File: src/smps_pwm_pkg.sv
package smps_pwm_pkg;

   // ----------------------------------------------------------------
   // sizes
   // ----------------------------------------------------------------
   localparam int NUM_GEN = 2;
   localparam int ADDR_W = 8;
   localparam int DATA_W = 16;

   // ----------------------------------------------------------------
   // register map, shared block at page 0, generator g at page g+1
   // ----------------------------------------------------------------
   localparam logic [3:0] PAGE_SHARED = 4'h0;
   localparam logic [3:0] OFF_PERIOD = 4'h0;
   localparam logic [3:0] OFF_EVENT_CMP = 4'h1;
   localparam logic [3:0] OFF_MASTER_DUTY = 4'h2;
   localparam logic [3:0] OFF_POSTSCALE = 4'h3;
   localparam logic [3:0] OFF_COUNT = 4'h4;
   localparam logic [3:0] OFF_CTRL = 4'h0;
   localparam logic [3:0] OFF_DUTY = 4'h1;
   localparam logic [3:0] OFF_PHASE = 4'h2;
   localparam logic [3:0] OFF_DEAD = 4'h3;

   // ----------------------------------------------------------------
   // field masks and reset values
   // ----------------------------------------------------------------
   localparam logic [15:0] PERIOD_MASK = 16'hFFF8;
   localparam logic [15:0] EVENT_MASK = 16'hFFF8;
   localparam logic [15:0] PHASE_MASK = 16'hFFFC;
   localparam logic [15:0] ITB_PERIOD_MASK = 16'hFFF0;
   localparam logic [15:0] DEAD_MASK = 16'h3FFC;
   localparam logic [15:0] CTRL_WR_MASK = 16'h1FC3;
   localparam logic [15:0] REG_RESET = 16'h0000;
   localparam logic [3:0] POSTSCALE_RESET = 4'h0;
   localparam logic [15:0] DUTY_MIN = 16'h0008;
   localparam logic [15:0] DUTY_MAX = 16'hFFEF;

   // ----------------------------------------------------------------
   // dead-time modes
   // ----------------------------------------------------------------
   localparam logic [1:0] DT_POSITIVE = 2'h0;
   localparam logic [1:0] DT_NEGATIVE = 2'h1;
   localparam logic [1:0] DT_OFF = 2'h2;

   // generator control word, bit 15 first
   typedef struct packed {
      logic faultPending;
      logic limitPending;
      logic triggerPending;
      logic faultIrqEn;
      logic limitIrqEn;
      logic triggerIrqEn;
      logic independentTimebaseSel;
      logic masterDutySel;
      logic [1:0] deadTimeCtrl;
      logic [3:0] unused;
      logic externalTimebaseReset;
      logic immediateUpdate;
   } gen_ctrl_type;

   // register bus request
   typedef struct packed {
      logic [ADDR_W-1:0] addr;
      logic [DATA_W-1:0] wdata;
      logic wr;
      logic rd;
   } reg_req_type;

endpackage

File: src/pwm_generator_unit.sv
`timescale 1ns/100ps
module pwm_generator_unit (
   // clock and reset
   input wire logic clk,
   input wire logic resetn,
   // settings
   input smps_pwm_pkg::gen_ctrl_type ctrl,
   input wire logic [15:0] genDuty,
   input wire logic [15:0] masterDuty,
   input wire logic [15:0] phase,
   input wire logic [15:0] deadTime,
   // primary time base
   input wire logic [15:0] primaryCount,
   input wire logic [15:0] primaryPeriod,
   // external reset source, one-cycle pulse
   input wire logic limitRise,
   // outputs
   output logic pwmHigh,
   output logic pwmLow,
   output logic trigEvent
);

   typedef struct packed {
      logic [15:0] count;
      logic [15:0] activeDuty;
      logic rawLast;
      logic [11:0] dtCount;
      logic hi;
      logic lo;
      logic trig;
   } gen_state_type;

   gen_state_type s_q;
   gen_state_type s_d;
   logic [15:0] selDuty;
   logic [15:0] localPeriod;
   logic [16:0] shifted;
   logic [15:0] timebase;
   logic wrap;
   logic raw;
   logic busy;

   always_comb begin
      s_d = s_q;
      selDuty = ctrl.masterDutySel ? masterDuty : genDuty;
      localPeriod = phase & smps_pwm_pkg::ITB_PERIOD_MASK;
      shifted = {1'b0, primaryCount} +
         {1'b0, phase & smps_pwm_pkg::PHASE_MASK};
      if (shifted > {1'b0, primaryPeriod}) begin
         shifted = shifted - {1'b0, primaryPeriod} - 17'h00001;
      end
      if (ctrl.independentTimebaseSel) begin
         timebase = s_q.count;
         wrap = s_q.count >= localPeriod;
         if (ctrl.externalTimebaseReset && limitRise) begin
            s_d.count = 16'h0000;
         end else if (wrap) begin
            s_d.count = 16'h0000;
         end else begin
            s_d.count = s_q.count + 16'h0001;
         end
      end else begin
         timebase = shifted[15:0];
         wrap = timebase == primaryPeriod;
         s_d.count = 16'h0000;
      end
      if (ctrl.immediateUpdate || wrap) begin
         s_d.activeDuty = selDuty;
      end
      raw = timebase < s_q.activeDuty;
      if (raw != s_q.rawLast) begin
         s_d.rawLast = raw;
         s_d.dtCount = deadTime[13:2];
      end else if (s_q.dtCount != 12'h000) begin
         s_d.dtCount = s_q.dtCount - 12'h001;
      end
      busy = s_d.dtCount != 12'h000;
      // dead-time modes, reserved acts as off
      case (ctrl.deadTimeCtrl)
         smps_pwm_pkg::DT_POSITIVE: begin
            s_d.hi = raw & ~busy;
            s_d.lo = ~raw & ~busy;
         end
         smps_pwm_pkg::DT_NEGATIVE: begin
            s_d.hi = raw | busy;
            s_d.lo = ~raw | busy;
         end
         default: begin
            s_d.hi = raw;
            s_d.lo = ~raw;
         end
      endcase
      s_d.trig = wrap;
   end

   always_ff @(posedge clk or negedge resetn) begin
      if (!resetn) begin
         s_q <= '0;
      end else begin
         s_q <= s_d;
      end
   end

   assign pwmHigh = s_q.hi;
   assign pwmLow = s_q.lo;
   assign trigEvent = s_q.trig;

endmodule

File: src/smps_pwm_generator_core_regs.sv
`timescale 1ns/100ps
module smps_pwm_generator_core_regs (
   // clock and reset
   input wire logic clk,
   input wire logic resetn,
   // register port
   input wire logic [smps_pwm_pkg::ADDR_W-1:0] regAddr,
   input wire logic [smps_pwm_pkg::DATA_W-1:0] regWdata,
   input wire logic regWr,
   input wire logic regRd,
   output logic [smps_pwm_pkg::DATA_W-1:0] regRdata,
   // fault and current-limit pins
   input wire logic [smps_pwm_pkg::NUM_GEN-1:0] faultIn,
   input wire logic [smps_pwm_pkg::NUM_GEN-1:0] limitIn,
   // power-stage outputs
   output logic [smps_pwm_pkg::NUM_GEN-1:0] pwmHigh,
   output logic [smps_pwm_pkg::NUM_GEN-1:0] pwmLow,
   // interrupt requests and event trigger
   output logic [smps_pwm_pkg::NUM_GEN-1:0] genIrq,
   output logic eventTrigger
);

   localparam int N = smps_pwm_pkg::NUM_GEN;

   // ----------------------------------------------------------------
   // state
   // ----------------------------------------------------------------
   typedef struct packed {
      logic [15:0] period;
      logic [15:0] eventCmp;
      logic [15:0] masterDuty;
      logic [3:0] postscale;
      smps_pwm_pkg::gen_ctrl_type [N-1:0] ctrl;
      logic [N-1:0][15:0] duty;
      logic [N-1:0][15:0] phase;
      logic [N-1:0][15:0] deadTime;
      logic [N-1:0][2:0] faultSync;
      logic [N-1:0][2:0] limitSync;
      logic [N-1:0] faultLvl;
      logic [N-1:0] limitLvl;
      logic [N-1:0] faultRise;
      logic [N-1:0] limitRise;
      logic [15:0] count;
      logic [3:0] postCount;
      logic eventOut;
      logic [N-1:0] irq;
      logic [15:0] rdata;
   } core_state_type;

   core_state_type s_q;
   core_state_type s_d;
   smps_pwm_pkg::reg_req_type req;
   logic [N-1:0] genHigh;
   logic [N-1:0] genLow;
   logic [N-1:0] genTrig;
   logic [3:0] page;
   logic [3:0] offs;
   logic eventHit;
   logic [15:0] rd;

   assign req.addr = regAddr;
   assign req.wdata = regWdata;
   assign req.wr = regWr;
   assign req.rd = regRd;
   assign page = req.addr[7:4];
   assign offs = req.addr[3:0];

   // ----------------------------------------------------------------
   // generators
   // ----------------------------------------------------------------
   for (genvar g = 0; g < N; g++) begin : gen_unit
      pwm_generator_unit unit (
         .clk(clk),
         .resetn(resetn),
         .ctrl(s_q.ctrl[g]),
         .genDuty(s_q.duty[g]),
         .masterDuty(s_q.masterDuty),
         .phase(s_q.phase[g]),
         .deadTime(s_q.deadTime[g]),
         .primaryCount(s_q.count),
         .primaryPeriod(s_q.period),
         .limitRise(s_q.limitRise[g]),
         .pwmHigh(genHigh[g]),
         .pwmLow(genLow[g]),
         .trigEvent(genTrig[g])
      );
   end

   // ----------------------------------------------------------------
   // next state
   // ----------------------------------------------------------------
   always_comb begin
      s_d = s_q;
      rd = 16'h0000;
      eventHit = 1'b0;

      // pin synchronisers; level moves once stages two and three agree
      for (int g = 0; g < N; g++) begin
         s_d.faultSync[g] = {s_q.faultSync[g][1:0], faultIn[g]};
         s_d.limitSync[g] = {s_q.limitSync[g][1:0], limitIn[g]};
         if (s_q.faultSync[g][1] == s_q.faultSync[g][2]) begin
            s_d.faultLvl[g] = s_q.faultSync[g][2];
         end
         if (s_q.limitSync[g][1] == s_q.limitSync[g][2]) begin
            s_d.limitLvl[g] = s_q.limitSync[g][2];
         end
         s_d.faultRise[g] = s_d.faultLvl[g] & ~s_q.faultLvl[g];
         s_d.limitRise[g] = s_d.limitLvl[g] & ~s_q.limitLvl[g];
      end

      if (s_q.count >= s_q.period) begin
         s_d.count = 16'h0000;
      end else begin
         s_d.count = s_q.count + 16'h0001;
      end

      eventHit = s_q.count == s_q.eventCmp;
      s_d.eventOut = 1'b0;
      if (eventHit) begin
         if (s_q.postCount >= s_q.postscale) begin
            s_d.postCount = 4'h0;
            s_d.eventOut = 1'b1;
         end else begin
            s_d.postCount = s_q.postCount + 4'h1;
         end
      end

      // ----------------------------------------------------------
      // register writes
      // ----------------------------------------------------------
      if (req.wr && page == smps_pwm_pkg::PAGE_SHARED) begin
         case (offs)
            smps_pwm_pkg::OFF_PERIOD: begin
               s_d.period = req.wdata & smps_pwm_pkg::PERIOD_MASK;
            end
            smps_pwm_pkg::OFF_EVENT_CMP: begin
               s_d.eventCmp = req.wdata & smps_pwm_pkg::EVENT_MASK;
            end
            smps_pwm_pkg::OFF_MASTER_DUTY: begin
               s_d.masterDuty = req.wdata;
            end
            smps_pwm_pkg::OFF_POSTSCALE: begin
               s_d.postscale = req.wdata[3:0];
               s_d.postCount = 4'h0;
            end
            default: begin
            end
         endcase
      end

      for (int g = 0; g < N; g++) begin
         if (req.wr && page == 4'(g + 1)) begin
            case (offs)
               smps_pwm_pkg::OFF_CTRL: begin
                  // status bits are hardware owned, not written
                  s_d.ctrl[g] = (req.wdata & smps_pwm_pkg::CTRL_WR_MASK)
                     | (s_q.ctrl[g] & ~smps_pwm_pkg::CTRL_WR_MASK);
               end
               smps_pwm_pkg::OFF_DUTY: begin
                  s_d.duty[g] = req.wdata;
               end
               smps_pwm_pkg::OFF_PHASE: begin
                  s_d.phase[g] = req.wdata & smps_pwm_pkg::PHASE_MASK;
               end
               smps_pwm_pkg::OFF_DEAD: begin
                  s_d.deadTime[g] = req.wdata & smps_pwm_pkg::DEAD_MASK;
               end
               default: begin
               end
            endcase
         end

         // ----------------------------------------------------------
         // pending status; a disabling write clears even a new event
         // ----------------------------------------------------------
         // fault, limit and trigger pending
         s_d.ctrl[g].faultPending = (s_q.ctrl[g].faultPending |
            s_q.faultRise[g]) & s_d.ctrl[g].faultIrqEn;
         s_d.ctrl[g].limitPending = (s_q.ctrl[g].limitPending |
            s_q.limitRise[g]) & s_d.ctrl[g].limitIrqEn;
         s_d.ctrl[g].triggerPending = (s_q.ctrl[g].triggerPending |
            genTrig[g]) & s_d.ctrl[g].triggerIrqEn;
         s_d.irq[g] = s_d.ctrl[g].faultPending |
            s_d.ctrl[g].limitPending | s_d.ctrl[g].triggerPending;
      end

      // ----------------------------------------------------------
      // register reads, unmapped reads as zero
      // ----------------------------------------------------------
      if (req.rd && page == smps_pwm_pkg::PAGE_SHARED) begin
         case (offs)
            smps_pwm_pkg::OFF_PERIOD: begin
               rd = s_q.period;
            end
            smps_pwm_pkg::OFF_EVENT_CMP: begin
               rd = s_q.eventCmp;
            end
            smps_pwm_pkg::OFF_MASTER_DUTY: begin
               rd = s_q.masterDuty;
            end
            smps_pwm_pkg::OFF_POSTSCALE: begin
               rd = {12'h000, s_q.postscale};
            end
            smps_pwm_pkg::OFF_COUNT: begin
               rd = s_q.count;
            end
            default: begin
               rd = 16'h0000;
            end
         endcase
      end
      for (int g = 0; g < N; g++) begin
         if (req.rd && page == 4'(g + 1)) begin
            case (offs)
               smps_pwm_pkg::OFF_CTRL: begin
                  rd = s_q.ctrl[g] & 16'hFFC3;
               end
               smps_pwm_pkg::OFF_DUTY: begin
                  rd = s_q.duty[g];
               end
               smps_pwm_pkg::OFF_PHASE: begin
                  rd = s_q.phase[g];
               end
               smps_pwm_pkg::OFF_DEAD: begin
                  rd = s_q.deadTime[g];
               end
               default: begin
                  rd = 16'h0000;
               end
            endcase
         end
      end
      // read data stands one cycle only
      s_d.rdata = rd;
   end

   // ----------------------------------------------------------------
   // registers
   // ----------------------------------------------------------------
   always_ff @(posedge clk or negedge resetn) begin
      if (!resetn) begin
         s_q <= '0;
      end else begin
         s_q <= s_d;
      end
   end

   // ----------------------------------------------------------------
   // outputs
   // ----------------------------------------------------------------
   // duty range kept by software, no clamping here
   assign pwmHigh = genHigh;
   assign pwmLow = genLow;
   assign genIrq = s_q.irq;
   assign eventTrigger = s_q.eventOut;
   assign regRdata = s_q.rdata;

endmodule

File: config.mk
export PLATFORM = sky130hd
export DESIGN_NAME = smps_pwm_generator_core_regs
export DESIGN_NICKNAME = d
export VERILOG_FILES = /design/src/smps_pwm_pkg.sv /design/src/pwm_generator_unit.sv /design/src/smps_pwm_generator_core_regs.sv
export SDC_FILE = /design/constraint.sdc
export NUM_CORES = 1
export LEC_CHECK = 0
export ABC_AREA = 1
export BUFFER_PORTS_ARGS = -buffer_cell sky130_fd_sc_hd__buf_4
export CORE_MARGIN = 4
export CORE_UTILIZATION = 60
export CTS_CLUSTER_SIZE = 25
export DETAILED_ROUTE_END_ITERATION = 16
export GPL_TIMING_DRIVEN = 0
export PLACE_DENSITY = 0.76
export SLEW_MARGIN = 10
export SYNTH_ARGS = -nofsm -noshare
export SYNTH_HDL_FRONTEND = slang
export SYNTH_HIERARCHICAL = 1
export SYNTH_SLANG_ARGS = --single-unit
File: constraint.sdc
create_clock -name clk -period 7.2 [get_ports clk]
set_input_delay 0.72 -clock clk [delete_from_list [all_inputs] [get_ports clk]]
set_output_delay 0.72 -clock clk [all_outputs]
set_load 0.01 [all_outputs]
# Yosys cells after proc, flatten, opt, wreduce, memory -nomap -nowiden
# Cells that the tools add are included.
dict set report classes {
  n_addsub 12
  mul 0
  div 0
  n_lt_le_gt_ge 8
  n_eq_ne 17
  n_shift 0
  muxes 40
  bitwise 38
  n_reduce_logical 30
}
# op n
set op_table {}
lappend op_table {{16-bit 2-to-1 mux} 16}
lappend op_table {{16-bit case mux with 4 select lines} 2}
lappend op_table {{16-bit case mux with 5 select lines} 1}
lappend op_table {{13-bit 2-to-1 mux} 4}
lappend op_table {{16-bit by 1-bit adder with 16-bit output, second input constant} 3}
lappend op_table {{16-bit == test} 3}
lappend op_table {{16-bit greater-or-equal comparator} 3}
lappend op_table {{12-bit 2-to-1 mux} 4}
lappend op_table {{12-bit nonzero test} 4}
lappend op_table {{16-bit by 16-bit adder with 17-bit output} 2}
lappend op_table {{17-bit by 16-bit greater-than comparator with 1-bit output} 2}
lappend op_table {{16-bit < comparator} 2}
lappend op_table {{16-bit by 1-bit subtractor with 16-bit output, second input constant} 2}
lappend op_table {{16-bit subtractor} 2}
lappend op_table {{13-bit by 6-bit OR with 13-bit output} 2}
lappend op_table {{2-bit AND reduction} 12}
lappend op_table {{12-bit by 1-bit subtractor with 12-bit output, second input constant} 2}
lappend op_table {{1-bit bitwise AND} 14}
lappend op_table {{1-bit OR} 14}
lappend op_table {{4-bit by 2-bit == test with 1-bit output, second input constant} 3}
lappend op_table {{4-bit 2-to-1 mux} 3}
lappend op_table {{4-bit by 1-bit == test with 1-bit output, second input constant} 2}
lappend op_table {{1-bit logical AND} 8}
lappend op_table {{4-bit zero test} 2}
lappend op_table {{other kinds (12)} 33}
dict set report word_totals {
  reg_bits 317
  latchBits 0
  ram_bits 0
  mem_bits_ro 0
  in_bits 32
  out_inout_bits 23
  wordCells 206
  memories 0
}

# Depth between registers and ports, before layout
dict set report depth {
  word_depth 12
  ltp_mapped 45
  ltp_nobuf 44
}

# Hierarchy
# Netlist, hierarchy kept.
# mod n_inst cells_each area_each_um2 seq_area_each_um2
set modules_own_cells {}
lappend modules_own_cells {smps_pwm_generator_core_regs 1 1200 10174.8 5330.1}
lappend modules_own_cells {{pwm_generator_unit (gen_unit[1].unit)} 1 741 5218.8 1201.2}
lappend modules_own_cells {{pwm_generator_unit (gen_unit[0].unit)} 1 734 5207.5 1201.2}

# Least setup slack after synthesis
# Ideal clock, no wire load.
dict set report synth_path {
  path_kind {register -> register}
  from {register s_q[25] (netlist name)}
  to {register gen_unit[0].unit.s_q (netlist bit gen_unit[0].unit/pwmHigh)}
  setup_time_ns 0.113
  t_arrival_ns 5.465
  required_time_ns 7.087
  setup_slack_ns 1.622
  stages_incl_launch_ff 38
  n_path_buf 1
  period_less_slack_ns 5.578
  path_cell_list {dfrtp_1 -> ha_1 -> fa_1 -> nand3_1 -> nand2_1 -> nand3_1 -> nand2_1 -> a31oi_1 -> nor2_1 -> nor2_1 -> o21bai_1 -> xor2_1 -> ha_1 -> inv_1 -> nor4_1 -> nand4_1 -> nand2_2 -> inv_2 -> [... 2 more ...] -> o21ai_0 -> ha_1 -> a21oi_1 -> o21ai_0 -> nand3_1 -> a21oi_1 -> a211oi_1 -> nand3_2 -> nand2_4 -> nand2_1 -> nand2_2 -> nand2_2 -> nor2_2 -> nand3_2 -> nand2_2 -> nand2_1 -> nand2_1 -> inv_1}
}
# element line_no
set synth_rtl {}
lappend synth_rtl {{end signal: assignment} pwm_generator_unit.sv:98} ;# s_q <= '0;
lappend synth_rtl {{end signal: assignment} pwm_generator_unit.sv:100} ;# s_q <= s_d;
lappend synth_rtl {{end: declaration} pwm_generator_unit.sv:33} ;# gen_state_type s_q;

==> impl_metrics.ini <==
[status]
outcome = finished, final reports clean

[placement]
port_buffers = 50
gp_congestion = 1.08
place_inst = 3188
post-place-ws_ns = 0.444
dpl_cell_area_um2 = 21700
place_hpwl_mm = 51.8

[drt]
drc = 0
wl_per_cell_um = 20.5
ant_nets = 0
viasPerCell = 5.78
first_pass_iters = 6
vias = 18800
drt_wl_total_mm = 66.6
initialDrtViolationCount = 1873

[cts]
cts_inserted_buffers = 35
clk_latency_ns = 0.54
clockBufferDepth = 3
tritoncts = yes
clk_pin_slew_ns = 0.06
cts_sinks = 309
cts_max_level = 2
cts_root_buffer = clkbuf_16

[grt]
grt_pass1_vias = 18700
antenna_found_initial = 2
grt_pass1_wl_mm = 103
grt_max_degree = 101
grtUsageTotal_pct = 35.1
grt_overflow = 0

[sta]
period_share_pct = 89.4
maxSlewViolCount = 0
slew_headroom_pct = 31.0
finalSetupViolations = 0
fmax_mhz = 155
tightest_slew_ns = 1.04
whs_ns = 0.130
rsz0062_at_grt = false
fin_worst_skew_ns = 0.0194
setup_ws_ns = 0.761
fin_crit_ns = 6.44
finalSetupTns_ns = 0
hold_violations = 0

[worst_setup_path]
r2r_slack_ns = 0.76
cp_slowest_cell = dfrtp_1
arrival_ns = 6.86
crit_path_frequent_cell = nand2_1
worstSetupEndpointType = flip-flop
worstSetupPathType = reg2reg
slowest_delay_ns = 0.50
startpoint_type = flip-flop
critPathMaxFanout = 10
worstPathRequired_ns = 7.62

[synth]
yosys_warnings = 6
synth_area_leaders = dfrtp_1 (38%), nand2_1 (12%), ha_1 (8.6%), inv_1 (7.4%), o21ai_0 (4.9%)
synth.largest_area_cell = dfrtp_1
netlist.area_leader.share_pct = 37.5
netlist_instances = 2675
synth_edf_count = 0
synthFlopType = dfrtp_1
synth-seq-cells = 309
synth-async-reset-ratio_pct = 100
ys_types = 58
ys_seq_area_share_pct = 37.5
syn_area_um2 = 20600
synth_area_per_cell_um2 = 7.70

[layout]
regArea_um2 = 7730
final_cell_mix = nand2_1 (632), inv_1 (407), dfrtp_1 (309), o21ai_0 (201), nor2_1 (197)
layout.cells.non_filler = 3252
fillers = 2860
final_util_pct = 68.4
drive_above_1_share_pct = 11.5
multi_input_area_um2 = 10800
area_growth_pct = 11.9
final_common_cell = nand2_1
design_area_um2 = 23000
layout.nets = 2955

[floorplan]
die_x_um = 193
rows = 67
core_area_um2 = 33700
die_area_um2 = 37400
io_pins = 55
initial_core_util_pct = 61.1
die_h_um = 193

[power_and_ir_drop]
power_density_nw_per_um2 = 260
power_mw = 6.00
ir_drop_v = 0.000235
p_leak_nw = 11.5

[worst_hold_path]
hold_path_class = in2async

[flow_run]
drv_cap = 0
## power by group
group          switching, mW  total, mW  internal [mW]
Sequential             0.179       2.12           1.94
Clock                  0.747       2.09           1.34
Combinational           1.17       1.79          0.629
Total                   2.09       6.00           3.91
## worst max-delay path, delay by kind of cell (launching register included)
family	cells	cell delay, ns
AND/OR/NAND/NOR	23	2.28
flip-flops	1	0.50
AO/OA/AOI/OAI	6	1.36
adder cells (fa/ha/maj)	4	1.35
XOR/XNOR	1	0.23
buffers and inverters	5	0.58
## timing repair
action                                  CTS  global route
setup buffers                             0             0
resized for setup                         0             2
hold buffers                              0             0
endpoints found under the setup margin    0             3
hold endpoints to repair                  0             0
## path summary, 6_finish.rpt
kind,startpoint,depth (start not counted),to
max in group asynchronous,resetn,2,s_q[21]$_DFF_PN0_
worst min-delay path,resetn,1,gen_unit[0].unit/s_q[35]$_DFF_PN0_
worst min register to register,s_d[57]$_DFF_PN0_,0,s_d[58]$_DFF_PN0_
min in group clk,faultIn[1],1,s_d[57]$_DFF_PN0_
worst max register to register,s_q[25]$_DFF_PN0_,39,gen_unit[1].unit/pwmHigh$_DFF_PN0_
worst max-delay path,s_q[25]$_DFF_PN0_,39,gen_unit[1].unit/pwmHigh$_DFF_PN0_
## flip-flops by register name, summed over array words and instances (netlist names)
register	count
gen_unit.unit/pwmHigh	2
gen_unit.unit/pwmLow	2
gen_unit.unit/trigEvent	2
eventTrigger	1
regRdata	16
gen_unit.unit/s_q	90
s_q	186
s_d	8
genIrq	2
## area by class of cell
| class | count | share of cell area (%) |
|---|---|---|
| buffer | 87 | 2.34 |
| inverter | 420 | 6.86 |
| timing repair buffer | 53 | 2.02 |
| tap | 448 | 2.43 |
| clock inverter | 17 | 1.59 |
| clock buffer | 45 | 4.32 |
| multi-input combinational | 1871 | 46.9 |
| antenna | 2 | 0.0217 |
| sequential | 309 | 33.6 |
## cells by family after synthesis
group	count (synthesis)	share of synthesized area, %
AND/OR/NAND/NOR	1082	23.4
buffers and inverters	507	10.3
AO/OA/AOI/OAI	478	12.9
flip-flops	309	37.5
adder cells (fa/ha/maj)	150	9.21
XOR/XNOR	116	4.93
multiplexers	32	1.75
other	1	0.0182
## cell usage after synthesis, types with 4 or more instances
| library cell | instances |
|---|---|
| nand2_4 | 14 |
| o21ai_2 | 8 |
| nor3b_1 | 4 |
| nand2_2 | 23 |
| a21o_1 | 8 |
| o21bai_1 | 6 |
| nor3_1 | 26 |
| nand3_4 | 5 |
| o22ai_1 | 26 |
| o221ai_1 | 11 |
| dfrtp_1 | 309 |
| ha_1 | 142 |
| nor2_1 | 197 |
| nand3_2 | 8 |
| xor2_1 | 85 |
| xnor2_1 | 31 |
| nor2_2 | 9 |
| nor2b_1 | 4 |
| o2111ai_1 | 9 |
| clkbuf_1 | 14 |
| inv_2 | 11 |
| buf_4 | 29 |
| a21oi_1 | 93 |
| nor2_4 | 8 |
| nand2_1 | 632 |
| nand4_1 | 19 |
| a31oi_1 | 9 |
| nand3_1 | 98 |
| buf_2 | 34 |
| nor4_1 | 10 |
| inv_1 | 407 |
| a211oi_1 | 5 |
| fa_1 | 4 |
| buf_6 | 8 |
| o21ai_1 | 80 |
| o21a_1 | 5 |
| nand3b_1 | 11 |
| mux2_2 | 32 |
| o21ai_0 | 202 |
| maj3_1 | 4 |
| o211ai_1 | 9 |
| or2_2 | 7 |
## metal layers
| layer | vias to the layer above | part of all wire (%) | track usage [%] |
|---|---|---|---|
| met1 | 8839 | 39 | 45.8 |
| li1 | 8795 | - | - |
| met4 | 0 | 6.4 | 18.9 |
| met5 | - | 0 | 0 |
| met2 | 920 | 46 | 56.3 |
| met3 | 230 | 8.5 | 5.91 |
(Power assumes the default switching activity.)
